===== config.mk =====
export PLATFORM = sky130hd
export DESIGN_NAME = dbgtrc_core
export DESIGN_NICKNAME = d
export VERILOG_FILES = /design/src/hw/dbgtrc_pkg.sv /design/src/hw/dbgtrc_core.sv /design/src/hw/dbgtrc_sync.sv
export SDC_FILE = /design/constraint.sdc
export NUM_CORES = 1
export LEC_CHECK = 0
export BUFFER_PORTS_ARGS = -buffer_cell sky130_fd_sc_hd__buf_2
export CORE_ASPECT_RATIO = 1.4
export CORE_MARGIN = 2
export CORE_UTILIZATION = 60
export CTS_BUF_LIST = sky130_fd_sc_hd__clkbuf_16
export DETAILED_ROUTE_END_ITERATION = 10
export PLACE_DENSITY = 0.85
export REMOVE_ABC_BUFFERS = 1
export SLEW_MARGIN = 15
export SYNTH_ARGS = -nofsm -noshare
export SYNTH_HDL_FRONTEND = slang
export SYNTH_HIERARCHICAL = 1
export SYNTH_SLANG_ARGS = --single-unit

===== constraint.sdc =====
create_clock -name clk -period 5.35 [get_ports clk]
set_clock_uncertainty 0.2 [all_clocks]
set_input_delay 0.2675 -clock clk [delete_from_list [all_inputs] [get_ports clk]]
set_output_delay 0.2675 -clock clk [all_outputs]
set_load 0.01 [all_outputs]

===== src/hw/dbgtrc_pkg.sv =====
// Package with constants for the debug trace and return control block
package dbgtrc_pkg;

  // ----------------------------------------------------------------
  // Register offsets
  // ----------------------------------------------------------------
  localparam logic [3:0] OFS_SCRATCH_ZERO = 4'h0;
  localparam logic [3:0] OFS_SCRATCH_ONE  = 4'h1;
  localparam logic [3:0] OFS_CONTROL      = 4'h2;
  localparam logic [3:0] OFS_FLAGS        = 4'h3;
  localparam logic [3:0] OFS_BYTE_BUFFER  = 4'h4;
  localparam logic [3:0] OFS_DATA_MATCH   = 4'h5;
  localparam logic [3:0] OFS_ADDR_MASK    = 4'h6;
  localparam logic [3:0] OFS_BREAK_FOUR   = 4'h7;
  localparam logic [3:0] OFS_BREAK_FIVE   = 4'h8;
  localparam logic [3:0] OFS_STATUS       = 4'h9;

  // ----------------------------------------------------------------
  // Field positions
  // ----------------------------------------------------------------
  localparam int CTL_BRK_EN_BIT  = 7;
  localparam int CTL_REG_SEL_BIT = 5;
  localparam int CTL_SWB_BIT     = 4;
  localparam int FLG_TXC_BIT     = 0;

  // ----------------------------------------------------------------
  // Reset values and fixed figures
  // ----------------------------------------------------------------
  localparam logic [15:0] SCRATCH_RST     = 16'h0000;
  localparam logic [7:0]  CONTROL_RST     = 8'h00;
  localparam logic [15:0] SERVICE_VECTOR  = 16'h8010;
  localparam logic [15:0] PASSWORD_WORD   = 16'h2010;
  localparam logic [7:0]  PW_BLANK_HI     = 8'hFF;
  localparam logic [7:0]  PW_BLANK_LO     = 8'h00;
  localparam int          WORKSPACE_BYTES = 32;

  // ----------------------------------------------------------------
  // Link status codes
  // ----------------------------------------------------------------
  localparam logic [1:0] ST_NONDEBUG = 2'h0;
  localparam logic [1:0] ST_IDLE     = 2'h1;
  localparam logic [1:0] ST_BUSY     = 2'h2;
  localparam logic [1:0] ST_VALID    = 2'h3;

  // ----------------------------------------------------------------
  // Host command codes
  // ----------------------------------------------------------------
  localparam logic [3:0] CMD_NOP       = 4'h0;
  localparam logic [3:0] CMD_RD_MAP    = 4'h1;
  localparam logic [3:0] CMD_RD_DATA   = 4'h2;
  localparam logic [3:0] CMD_RD_STACK  = 4'h3;
  localparam logic [3:0] CMD_WR_REG    = 4'h4;
  localparam logic [3:0] CMD_WR_DATA   = 4'h5;
  localparam logic [3:0] CMD_TRACE     = 4'h6;
  localparam logic [3:0] CMD_RETURN    = 4'h7;
  localparam logic [3:0] CMD_UNLOCK    = 4'h8;
  localparam logic [3:0] CMD_RD_REG    = 4'h9;

  typedef enum {
    DT_BACKGROUND, DT_IDLE, DT_TRC_POP, DT_TRC_EXEC, DT_TRC_PUSH, DT_RET_POP, DT_RET_GO
  } dbgtrc_state_t;

endpackage


===== src/hw/dbgtrc_core.sv =====
// Debug trace, return and breakpoint control engine
//
// Added by the designer: strobed register access and the register offsets.
`timescale 1ns/1ns
`default_nettype none
module dbgtrc_core
  import dbgtrc_pkg::*;
#(
  parameter int DATA_MEM_BYTES = 2048
) (
  // Clock and reset
  input  wire logic        clk,
  input  wire logic        arst_n,
  // External reset pin, asynchronous to clk
  input  wire logic        resetPin_n,
  // Register port
  input  wire logic [3:0]  regAddr,
  input  wire logic [15:0] regWrData,
  input  wire logic        regWr,
  input  wire logic        regRd,
  output var  logic [15:0] regRdData,
  // Host command link, already decoded in clk domain
  input  wire logic        hostCmdValid,
  input  wire logic [3:0]  hostCmd,
  input  wire logic        xferEnd,
  input  wire logic        debugEnter,
  // CPU observation
  input  wire logic        cpuIge,
  input  wire logic        cpuUpa,
  input  wire logic [15:0] cpuIp,
  input  wire logic        cpuInstrDone,
  input  wire logic [7:0]  cpuDestAddr,
  input  wire logic [15:0] cpuDestData,
  input  wire logic        cpuDestWr,
  input  wire logic [15:0] stackTop,
  input  wire logic        stackFull,
  input  wire logic        ipInSysMem,
  input  wire logic        multiRegion,
  input  wire logic        divBy256,
  input  wire logic        warmupDone,
  input  wire logic [7:0]  pwByte,
  input  wire logic        pwByteValid,
  // CPU control
  output logic             cpuHalt,
  output logic             fetchBlock,
  output logic             ipLoad,
  output logic [15:0]      ipLoadValue,
  output logic             igeForce,
  output logic             igeValue,
  output logic             upaValue,
  output logic             stackPush,
  output logic             stackPop,
  output logic             stackOverwrite,
  output logic [15:0]      stackPushData,
  output logic             forceDivOne,
  output logic             clkSwitch,
  output logic             timersRun,
  output logic             sysClkGate,
  output logic             breakReq,
  output logic [1:0]       linkStatus,
  output logic             pwPresent,
  output logic [15:0]      workspaceBase
);

  // ----------------------------------------------------------------
  // Synchronised reset pin
  // ----------------------------------------------------------------
  logic pinLevel;

  dbgtrc_sync u_sync (
    .clk      (clk),
    .arst_n   (arst_n),
    .pinIn    (resetPin_n),
    .levelOut (pinLevel)
  );

  // ----------------------------------------------------------------
  // State
  // ----------------------------------------------------------------
  dbgtrc_state_t state_r;
  dbgtrc_state_t state_nxt;
  logic [15:0]   scratch0_r;
  logic [15:0]   scratch1_r;
  logic [7:0]    control_r;
  logic          txc_r;
  logic [7:0]    byteBuf_r;
  logic [15:0]   dataMatch_r;
  logic [15:0]   addrMask_r;
  logic [7:0]    bpFour_r;
  logic [7:0]    bpFive_r;
  logic [15:0]   retAddr_r;
  logic          entryIge_r;
  logic          savedUpa_r;
  logic          skipBreak_r;
  logic          pinRst_r;

  logic inDebug;
  logic inBackground;
  logic cmdStart;

  assign inBackground = (state_r == DT_BACKGROUND);
  assign inDebug      = !inBackground;
  // Pin low acts as a synchronous engine reset
  assign pinRst_r     = !pinLevel;
  assign cmdStart     = hostCmdValid && (state_r == DT_IDLE);

  function automatic logic dataMatch(input logic [15:0] d, input logic [15:0] m,
                                     input logic [15:0] p);
    dataMatch = ((d ^ p) & m) == 16'h0000;
  endfunction

  function automatic logic regHit(input logic [3:0] a, input logic [3:0] ofs);
    regHit = (a == ofs);
  endfunction

  // ----------------------------------------------------------------
  // Sequencer
  // ----------------------------------------------------------------
  always_comb begin
    state_nxt = state_r;
    case (state_r)
      DT_BACKGROUND: begin
        if (debugEnter) begin
          state_nxt = DT_IDLE;
        end
      end
      DT_IDLE: begin
        if (cmdStart && hostCmd == CMD_TRACE && !(ipInSysMem && multiRegion)) begin
          state_nxt = DT_TRC_POP;
        end else if (cmdStart && hostCmd == CMD_RETURN) begin
          state_nxt = DT_RET_POP;
        end
      end
      DT_TRC_POP:  state_nxt = DT_TRC_EXEC;
      DT_TRC_EXEC: begin
        if (cpuInstrDone) begin
          state_nxt = DT_TRC_PUSH;
        end
      end
      DT_TRC_PUSH: state_nxt = DT_IDLE;
      DT_RET_POP:  state_nxt = DT_RET_GO;
      DT_RET_GO:   state_nxt = DT_BACKGROUND;
      default:     state_nxt = DT_BACKGROUND;
    endcase
    if (pinRst_r) state_nxt = DT_BACKGROUND;
  end

  always_ff @(posedge clk or negedge arst_n) begin
    if (!arst_n) begin
      state_r <= DT_BACKGROUND;
    end else begin
      state_r <= state_nxt;
    end
  end

  // ----------------------------------------------------------------
  // Entry capture and return address
  // ----------------------------------------------------------------
  always_ff @(posedge clk or negedge arst_n) begin
    if (!arst_n) begin
      entryIge_r <= 1'b0;
      savedUpa_r <= 1'b0;
      retAddr_r  <= 16'h0000;
    end else if (inBackground && debugEnter) begin
      entryIge_r <= cpuIge;
      savedUpa_r <= cpuUpa;
      retAddr_r  <= cpuIp;
    end else if (state_r == DT_IDLE && state_nxt != DT_IDLE) begin
      retAddr_r <= stackTop;
    end else if (state_r == DT_TRC_EXEC && cpuInstrDone) begin
      retAddr_r  <= cpuIp;
      savedUpa_r <= cpuUpa;
    end
  end

  // ----------------------------------------------------------------
  // CPU control outputs
  // ----------------------------------------------------------------
  always_ff @(posedge clk or negedge arst_n) begin
    if (!arst_n) begin
      cpuHalt        <= 1'b0;
      fetchBlock     <= 1'b0;
      ipLoad         <= 1'b0;
      ipLoadValue    <= 16'h0000;
      igeForce       <= 1'b0;
      igeValue       <= 1'b0;
      upaValue       <= 1'b0;
      stackPush      <= 1'b0;
      stackPop       <= 1'b0;
      stackOverwrite <= 1'b0;
      stackPushData  <= 16'h0000;
    end else begin
      ipLoad    <= 1'b0;
      stackPush <= 1'b0;
      stackPop  <= 1'b0;
      case (state_nxt)
        DT_IDLE: begin
          cpuHalt    <= 1'b1;
          fetchBlock <= 1'b1;
          igeForce   <= 1'b1;
          igeValue   <= 1'b0;
          upaValue   <= 1'b0;
          if (state_r == DT_BACKGROUND || state_r == DT_TRC_PUSH) begin
            stackPush      <= 1'b1;
            stackOverwrite <= stackFull;
            stackPushData  <= (state_r == DT_TRC_PUSH) ? retAddr_r : cpuIp;
            ipLoad         <= 1'b1;
            ipLoadValue    <= SERVICE_VECTOR;
          end
        end
        DT_TRC_POP, DT_RET_POP: begin
          stackPop <= (state_r == DT_IDLE);
        end
        DT_TRC_EXEC: begin
          cpuHalt    <= 1'b0;
          fetchBlock <= cpuInstrDone || (state_r == DT_TRC_EXEC && cpuHalt);
          igeValue   <= entryIge_r;
          upaValue   <= savedUpa_r;
          if (state_r == DT_TRC_POP) begin
            ipLoad      <= 1'b1;
            ipLoadValue <= retAddr_r;
          end
        end
        DT_RET_GO: begin
          ipLoad      <= 1'b1;
          ipLoadValue <= retAddr_r;
          upaValue    <= savedUpa_r;
          igeValue    <= entryIge_r;
        end
        DT_BACKGROUND: begin
          cpuHalt    <= 1'b0;
          fetchBlock <= 1'b0;
          igeForce   <= 1'b0;
        end
        default: begin
          cpuHalt <= 1'b1;
        end
      endcase
      if (pinRst_r) begin
        cpuHalt  <= 1'b0;
        igeForce <= 1'b0;
      end
    end
  end

  // ----------------------------------------------------------------
  // Link status and clocking
  // ----------------------------------------------------------------
  always_ff @(posedge clk or negedge arst_n) begin
    if (!arst_n) begin
      linkStatus <= ST_NONDEBUG;
      timersRun  <= 1'b1;
      sysClkGate <= 1'b1;
      forceDivOne <= 1'b0;
      clkSwitch  <= 1'b0;
    end else begin
      case (state_nxt)
        DT_BACKGROUND: linkStatus <= ST_NONDEBUG;
        DT_IDLE:       linkStatus <= txc_r ? ST_VALID : ST_IDLE;
        default:       linkStatus <= ST_BUSY;
      endcase
      timersRun  <= (state_nxt == DT_BACKGROUND);
      // Clock stops only in idle with no command pending and the transfer flag clear
      sysClkGate <= (state_nxt != DT_IDLE) || hostCmdValid || txc_r;
      if (inBackground && debugEnter && control_r[CTL_SWB_BIT] && divBy256) begin
        forceDivOne <= 1'b1;
      end else if (state_nxt == DT_BACKGROUND) begin
        forceDivOne <= 1'b0;
      end
      clkSwitch <= warmupDone;
    end
  end

  // ----------------------------------------------------------------
  // Breakpoints
  // ----------------------------------------------------------------
  always_ff @(posedge clk or negedge arst_n) begin
    if (!arst_n) begin
      skipBreak_r <= 1'b0;
      breakReq    <= 1'b0;
    end else begin
      if (state_r == DT_RET_GO) begin
        skipBreak_r <= 1'b1;
      end else if (cpuInstrDone) begin
        skipBreak_r <= 1'b0;
      end
      breakReq <= 1'b0;
      if (inBackground && !skipBreak_r && control_r[CTL_BRK_EN_BIT] && cpuDestWr
          && control_r[CTL_REG_SEL_BIT]) begin
        if (cpuDestAddr == bpFour_r) begin
          breakReq <= 1'b1;
        end
        if (cpuDestAddr == bpFive_r && dataMatch(cpuDestData, addrMask_r, dataMatch_r)) begin
          breakReq <= 1'b1;
        end
      end
    end
  end

  // ----------------------------------------------------------------
  // Password presence
  // ----------------------------------------------------------------
  always_ff @(posedge clk or negedge arst_n) begin
    if (!arst_n) begin
      pwPresent <= 1'b0;
    end else if (pwByteValid && pwByte != PW_BLANK_HI && pwByte != PW_BLANK_LO) begin
      pwPresent <= 1'b1;
    end
  end

  // Workspace is the top bytes of data memory
  always_ff @(posedge clk or negedge arst_n) begin
    if (!arst_n) begin
      workspaceBase <= 16'h0000;
    end else begin
      workspaceBase <= 16'(DATA_MEM_BYTES - WORKSPACE_BYTES);
    end
  end

  // ----------------------------------------------------------------
  // Registers
  // ----------------------------------------------------------------
  always_ff @(posedge clk or negedge arst_n) begin
    if (!arst_n) begin
      scratch0_r  <= SCRATCH_RST;
      scratch1_r  <= SCRATCH_RST;
      control_r   <= CONTROL_RST;
      byteBuf_r   <= 8'h00;
      dataMatch_r <= 16'h0000;
      addrMask_r  <= 16'h0000;
      bpFour_r    <= 8'h00;
      bpFive_r    <= 8'h00;
    end else begin
      if (regWr && regHit(regAddr, OFS_SCRATCH_ZERO)) begin
        scratch0_r <= regWrData;
      end
      if (regWr && regHit(regAddr, OFS_SCRATCH_ONE)) begin
        scratch1_r <= regWrData;
      end
      if (regWr && regHit(regAddr, OFS_CONTROL) && inBackground) begin
        control_r[7:4] <= regWrData[7:4];
      end
      if (cmdStart) begin
        control_r[3:0] <= (hostCmd == CMD_TRACE || hostCmd == CMD_RETURN) ? CMD_NOP : hostCmd;
      end
      if (regWr && regHit(regAddr, OFS_BYTE_BUFFER)) byteBuf_r <= regWrData[7:0];
      if (regWr && regHit(regAddr, OFS_DATA_MATCH))  dataMatch_r <= regWrData;
      if (regWr && regHit(regAddr, OFS_ADDR_MASK))   addrMask_r <= regWrData;
      if (regWr && regHit(regAddr, OFS_BREAK_FOUR))  bpFour_r <= regWrData[7:0];
      if (regWr && regHit(regAddr, OFS_BREAK_FIVE))  bpFive_r <= regWrData[7:0];
    end
  end

  // Transfer complete: software sets, engine clears at transfer end
  always_ff @(posedge clk or negedge arst_n) begin
    if (!arst_n) begin
      txc_r <= 1'b0;
    end else if (regWr && regHit(regAddr, OFS_FLAGS) && regWrData[FLG_TXC_BIT]) begin
      txc_r <= 1'b1;
    end else if (xferEnd) begin
      txc_r <= 1'b0;
    end
  end

  always_ff @(posedge clk or negedge arst_n) begin
    if (!arst_n) begin
      regRdData <= 16'h0000;
    end else begin
      regRdData <= 16'h0000;
      if (regRd) begin
        case (regAddr)
          OFS_SCRATCH_ZERO: regRdData <= scratch0_r;
          OFS_SCRATCH_ONE:  regRdData <= scratch1_r;
          OFS_CONTROL:      regRdData <= {8'h00, control_r};
          OFS_FLAGS:        regRdData <= {15'h0000, txc_r};
          OFS_BYTE_BUFFER:  regRdData <= {8'h00, byteBuf_r};
          OFS_DATA_MATCH:   regRdData <= dataMatch_r;
          OFS_ADDR_MASK:    regRdData <= addrMask_r;
          OFS_BREAK_FOUR:   regRdData <= {8'h00, bpFour_r};
          OFS_BREAK_FIVE:   regRdData <= {8'h00, bpFive_r};
          OFS_STATUS:       regRdData <= {14'h0000, linkStatus};
          default:          regRdData <= 16'h0000;
        endcase
      end
    end
  end

endmodule
`default_nettype wire


===== src/hw/dbgtrc_sync.sv =====
// Three-stage synchroniser that filters a pin level
`timescale 1ns/1ns
`default_nettype none
module dbgtrc_sync (
  // Clock and reset
  input  wire logic clk,
  input  wire logic arst_n,
  // Pin and filtered level
  input  wire logic pinIn,
  output var  logic levelOut
);
  logic s1_r;
  logic s2_r;
  logic s3_r;

  always_ff @(posedge clk or negedge arst_n) begin
    if (!arst_n) begin
      s1_r <= 1'b1;
      s2_r <= 1'b1;
      s3_r <= 1'b1;
    end else begin
      s1_r <= pinIn;
      s2_r <= s1_r;
      s3_r <= s2_r;
    end
  end

  // Change counts once stages two and three agree
  always_ff @(posedge clk or negedge arst_n) begin
    if (!arst_n) begin
      levelOut <= 1'b1;
    end else if (s2_r == s3_r) begin
      levelOut <= s3_r;
    end
  end
endmodule
`default_nettype wire


* Yosys cells after proc, flatten, opt, wreduce, memory -nomap -nowiden
Index checks and enable logic that the tools add are counted.
Operators by class: equal/unequal tests 36, muxes and demuxes 42, bitwise gates (word level) 2, reduce and logical (&&, ||, !) cells 58
Operators with widths (number):
- equality test 32 x 3 -> 1 bit (second input constant) | 6
- case mux 32 bit (6 select lines) | 1
- equality test 32 x 2 -> 1 bit (second input constant) | 5
- 2-to-1 mux 32 bit | 5
- case mux 16 bit (10 select lines) | 1
- zero test 32 bit | 4
- 2-to-1 mux 16 bit | 7
- equality test 32 x 1 -> 1 bit (second input constant) | 2
- equality test 32 x 4 -> 1 bit (second input constant) | 2
- case mux 16 bit (3 select lines) | 1
- inequality test 32 x 2 -> 1 bit (second input constant) | 1
- logical AND 1 bit | 29
- equality test 4 x 3 -> 1 bit (second input constant) | 6
- 2-to-1 mux 1 bit | 18
- bitwise AND 16 bit | 1
- equality test 8 bit | 2
- zero test 16 bit | 1
- bitwise XOR 16 bit | 1
- nonzero test 2 bit | 5
- nonzero test 3 bit | 3
- equality test 4 x 2 -> 1 bit (second input constant) | 2
- equality test 4 bit (second input constant) | 2
- inequality test 2 bit (second input constant) | 4
- inequality test 8 bit (second input constant) | 1
- other kinds (16) | 28
Storage, ports and cells: bits in registers 218, input bits 106, output and inout bits 81, logic and storage cells 177

* Depth between registers and ports, before layout
depth in word-level cells 11, depth in mapped cells 8, depth with buffers taken out 6

* Cells and area by module
The synthesis kept the hierarchy.
By module, submodules not included:
- dbgtrc_core | instances 1, cells each 785, area each 9795.6 µm², sequential area each 5357.6 µm²
- dbgtrc_sync | instances 1, cells each 5, area each 116.4 µm², sequential area each 105.1 µm²

* Worst setup path after synthesis
Ideal clock, no wire load.
path type register to register, start point register state_r[26], end point register retAddr_r[10], setup time 127 ps, data arrival time 2197 ps, data required time 5023 ps, slack 2826 ps, stages on the path, launching flop included 7, buffers on the path 1, period minus slack after synthesis 2524 ps, cells stage by stage dfrtp_1 -> nor4_4 -> nand4_4 -> a2111oi_4 -> buf_6 -> mux2_1 -> mux2_1
On the way: cells in the longest elaborated chain, start to end 11, elaborated cells between the ends (all ways) 26, classes of those cells eq/ne (8); mux (8); reduce/logical (10)
RTL lines:
- start: declaration | RTL line dbgtrc_core.sv:80 | dbgtrc_state_t state_r;
- start signal: assignment | RTL line dbgtrc_core.sv:152 | state_r <= state_nxt;
- equality test 32 x 2 -> 1 bit | RTL line dbgtrc_core.sv:105, dbgtrc_core.sv:168
- logical AND 1 bit | RTL line dbgtrc_core.sv:105 | assign cmdStart = hostCmdValid && (state_r == DT_IDLE);
- logical AND 1 bit, on equally long branches | RTL line dbgtrc_core.sv:130, dbgtrc_core.sv:128
- 2-to-1 mux 32 bit or logical AND 1 bit (tied branches) | RTL line dbgtrc_core.sv:130, dbgtrc_core.sv:128
- 2-to-1 mux 32 bit | RTL line dbgtrc_core.sv:128 | if (cmdStart && hostCmd == CMD_TRACE && !(ipInSysMem && multiRegion)) begin
- case mux 32 bit (6 select lines) | RTL line dbgtrc_core.sv:121 | case (state_r)
- 2-to-1 mux 32 bit | RTL line dbgtrc_core.sv:145 | if (pinRst_r) state_nxt = DT_BACKGROUND;
- inequality test 32 x 2 -> 1 bit | RTL line dbgtrc_core.sv:168 | end else if (state_r == DT_IDLE && state_nxt != DT_IDLE) begin
- logical AND 1 bit | RTL line dbgtrc_core.sv:168
- 2-to-1 mux 16 bit | RTL line dbgtrc_core.sv:168
- 2-to-1 mux 16 bit | RTL line dbgtrc_core.sv:164 | end else if (inBackground && debugEnter) begin
- end signal: assignment | RTL line dbgtrc_core.sv:167 | retAddr_r <= cpuIp;
- end signal: assignment | RTL line dbgtrc_core.sv:169 | retAddr_r <= stackTop;
- end signal: assignment | RTL line dbgtrc_core.sv:171 | retAddr_r <= cpuIp;
- end: declaration | RTL line dbgtrc_core.sv:91 | logic [15:0] retAddr_r;
Parallel ways exist; a longest one is shown, timed or not. A chain may end at the register's enable or synchronous reset.

* Final worst setup path
start point register state_r[2], end point register retAddr_r[2]
Same word-level chain as after synthesis.

==> impl_metrics.py <==
metrics = {
    "floorplan": {
        "core-area_sq_mm": 0.0162,
        "die_x_microns": 113,
        "rows": 55,
        "dieHeight_microns": 156,
        "ios": 187,
        "die-area_sq_mm": 0.0176,
        "start_util_pct": 61.3,
    },
    "routing": {
        "postRouteAntennaNets": 0,
        "drc": 0,
        "firstDrtPassIters": 5,
        "wire_per_inst_microns": 21.6,
        "drt_iter0_markers": 624,
        "vias": 7824,
        "viasPerCell": 6.10,
        "postRouteWirelength_microns": 27800,
    },
    "setup_path": {
        "worst-path-buf-inv": 1,
        "cp_top_family": "compound AO/OA/AOI/OAI gates",
        "critical-path-max-stage-delay_ns": 0.73,
        "end_kind": "flop",
        "cp_max_fo": 19,
        "worst_ep_arrival_time_ns": 3.93,
        "worstSetupPathType": "reg2reg",
        "slowest_stage": "dfrtp_1",
        "r2r_start": "state_r[2]",
        "crit_required_ns": 5.53,
        "crit_start": "state_r[2]",
        "crit_path_cell_trace": "nor3b_1 -> a21boi_1 -> o21ai_0 -> o211ai_4 -> mux2_2 -> dlygate4sd3_1",
        "critPathLaunchType": "flop",
    },
    "cells_and_area": {
        "syn_to_final_growth_pct": 26.1,
        "final_common_cell": "dfrtp_1",
        "drive_gt1_share_pct": 32.9,
        "final_core_util_pct": 77.3,
        "final_cell_mix": "dfrtp_1 (212), buf_2 (175), mux2_2 (114)",
        "final_cell_area_sq_mm": 0.0125,
        "num_antenna_cells": 0,
        "fin_nets": 1176,
    },
    "cts": {
        "cts_tree": "done",
        "ctsHoldBuffers": 83,
        "cts_buffers": 21,
        "clockRootBuffer": "clkbuf_16",
        "cts_resized": 0,
        "clk_pin_slew_worst_paths_ns": 0.07,
        "cts_num_sinks": 218,
        "cts_setup_buffers": 0,
        "clk_latency_ns": 0.49,
        "h-tree-depth": 1,
        "cts_buffer_depth": 3,
    },
    "global_route": {
        "met3_usage_pct": 5.52,
        "grt_start_max_net_pins": 138,
        "antenna_found_initial": 0,
        "busiest_layer": "met2",
        "grt.met2_usage_pct": 56.3,
        "use_met1_pct": 37.7,
        "grt_pass1_vias": 8335,
        "track_usage_pct": 31.9,
        "grt-ovfl-total": 0,
        "grt_first_pass_wirelength_microns": 44200,
    },
    "synth": {
        "synth_area_leaders": "dfrtp_1 (54%), mux2_2 (13%), mux2i_1 (3.7%)",
        "async_flop_share_pct": 100,
        "netlist_instances": 790,
        "yosys.area.top_type": "dfrtp_1",
        "yosysSeqAreaShare_pct": 55.1,
        "syn_area_per_cell_sq_um": 12.5,
        "yosys.area_share.xor_xnor_pct": 2.83,
        "synth-edff-count": 0,
        "ys_warn_count": 6,
        "synthAdderAreaFrac_pct": 0.114,
        "synth_area_sq_mm": 0.00991,
        "synth_top_family_by_area": "multiplexers",
        "synth_mux_area_share_pct": 18.8,
        "synth_compound_gate_area_share_pct": 10.3,
        "synthSimpleGateAreaFrac_pct": 9.42,
        "ys_seq_elements": 218,
        "synth_flop_cell": "dfrtp_1",
        "synth_top_area_share_pct": 53.5,
        "yosysUniqueCellTypes": 70,
    },
    "pwr": {
        "power_density_mw_per_mm2": 313,
        "power_frac_clock_pct": 37.5,
        "p_seq_share_pct": 50.0,
        "p_comb_share_pct": 12.5,
        "switching_share_pct": 24.8,
        "peakVddDrop_v": 0.000294,
        "finalPower_mw": 3.91,
        "p_sw_mw": 0.970,
        "intPower_mw": 2.94,
        "p_leak_nw": 5.92,
    },
    "timing": {
        "hold_viol_final": 0,
        "min_period_ns": 3.76,
        "worst_slew_pin_slew_ns": 1.04,
        "rsz0062_at_grt": "no",
        "timing.fmax_mhz": 266,
        "post-route-period-util_pct": 70.3,
        "finalSetupViolations": 0,
        "slew_viol_final": 0,
        "finalSetupTns_ns": 0,
        "maxSlewHeadroom_pct": 30.8,
    },
    "outcome": {
        "status": "complete, no violations",
    },
    "placement": {
        "dp.final_hpwl_microns": 16400,
        "routabilityCongestion": 0.982,
        "placed_area_sq_mm": 0.0110,
        "io_buffer_count": 176,
    },
    "flow_run": {
        "cap_violations": 0,
    },
    "hold_path": {
        "holdCritStartpoint": "divBy256",
        "hold_class": "in2reg",
    },
}
-- metrics by stage --
stage                     instances  worst slack (ns)  hold WS, ns
after floorplan                 776              2.44       -0.228
after global routing           1283              1.41       0.0508
after CTS                      1282              1.76       0.0459
after detailed placement       1162              2.19        0.151
after global placement         1162              2.23        0.146
final                          1283              1.59       0.0471
-- power by group through the flow --
stage | logic (mW) | registers (mW) | clock network [mW]
after global routing | 0.533 | 1.97 | 1.55
after global placement | 0.426 | 1.97 | 0
after floorplan | 0.271 | 1.95 | 0
after CTS | 0.485 | 1.95 | 1.48
after detailed placement | 0.443 | 1.98 | 0
final | 0.489 | 1.96 | 1.47
-- cells by family after synthesis --
logic type,after synthesis
flops,218
mux,170
simple gates,156
compound gates,148
buf+inv,63
xor+xnor,32
other cells,2
fa+ha+maj,1
-- state kept, by name, summed over array words and instances, names as in the netlist, 16 cells and up --
signal	cells
addrMask_r	16
dataMatch_r	16
ipLoadValue	16
regRdData	16
retAddr_r	16
scratch0_r	16
scratch1_r	16
stackPushData	16
state_r	32
-- routing by layer --
layer  part of all wire [%]  vias to the layer above
met4                    4.7                        0
met5                      0                        -
met3                    7.8                      103
met2                     52                      438
li1                       -                     3392
met1                     36                     3891
-- synth_stat cells (6+ instances only) --
cell type,n
buf_2,9
xnor2_1,8
xor2_1,24
inv_1,11
mux2i_1,37
nand2_1,61
nand2b_1,6
nor2_1,10
nand4_1,8
nand3_1,14
o21ai_0,45
dfrtp_1,212
mux2_2,114
nor4_1,8
a22o_1,9
a22oi_1,20
mux2_1,19
a221oi_1,12
buf_4,16
dfstp_2,6
a21oi_1,25
clkbuf_1,20
-- worst reg2reg max path, stage by stage, from the launching register on --
cell and delay [ns]:
dfrtp_1 0.73, nor3b_1 0.42, a21boi_1 0.41, o21ai_0 0.25, o211ai_4 0.61, mux2_2 0.45, dlygate4sd3_1 0.57
-- final cells by class --
type	instances	area [sq um]
clock inverters	16	144
fillers	940	3680
flip-flops and latches	218	5460
well taps	199	249
clock buffers	21	526
repair buffers	271	1810
inverters	11	41.3
multi-input cells	547	4260
-- final timing paths --
kind | to | slack [ns] | depth (start not counted)
worst max register to register | retAddr_r[2] | 1.59 | 6
worst max-delay path | retAddr_r[2] | 1.59 | 6
max in group asynchronous | scratch1_r[6] | 3.38 | 3
worst min-delay path | forceDivOne | 0.05 | 4
worst min register to register | u_sync/s2_r | 0.16 | 0
min in group asynchronous | regRdData[3] | 0.26 | 2
Power figures use the tool's default switching activity.
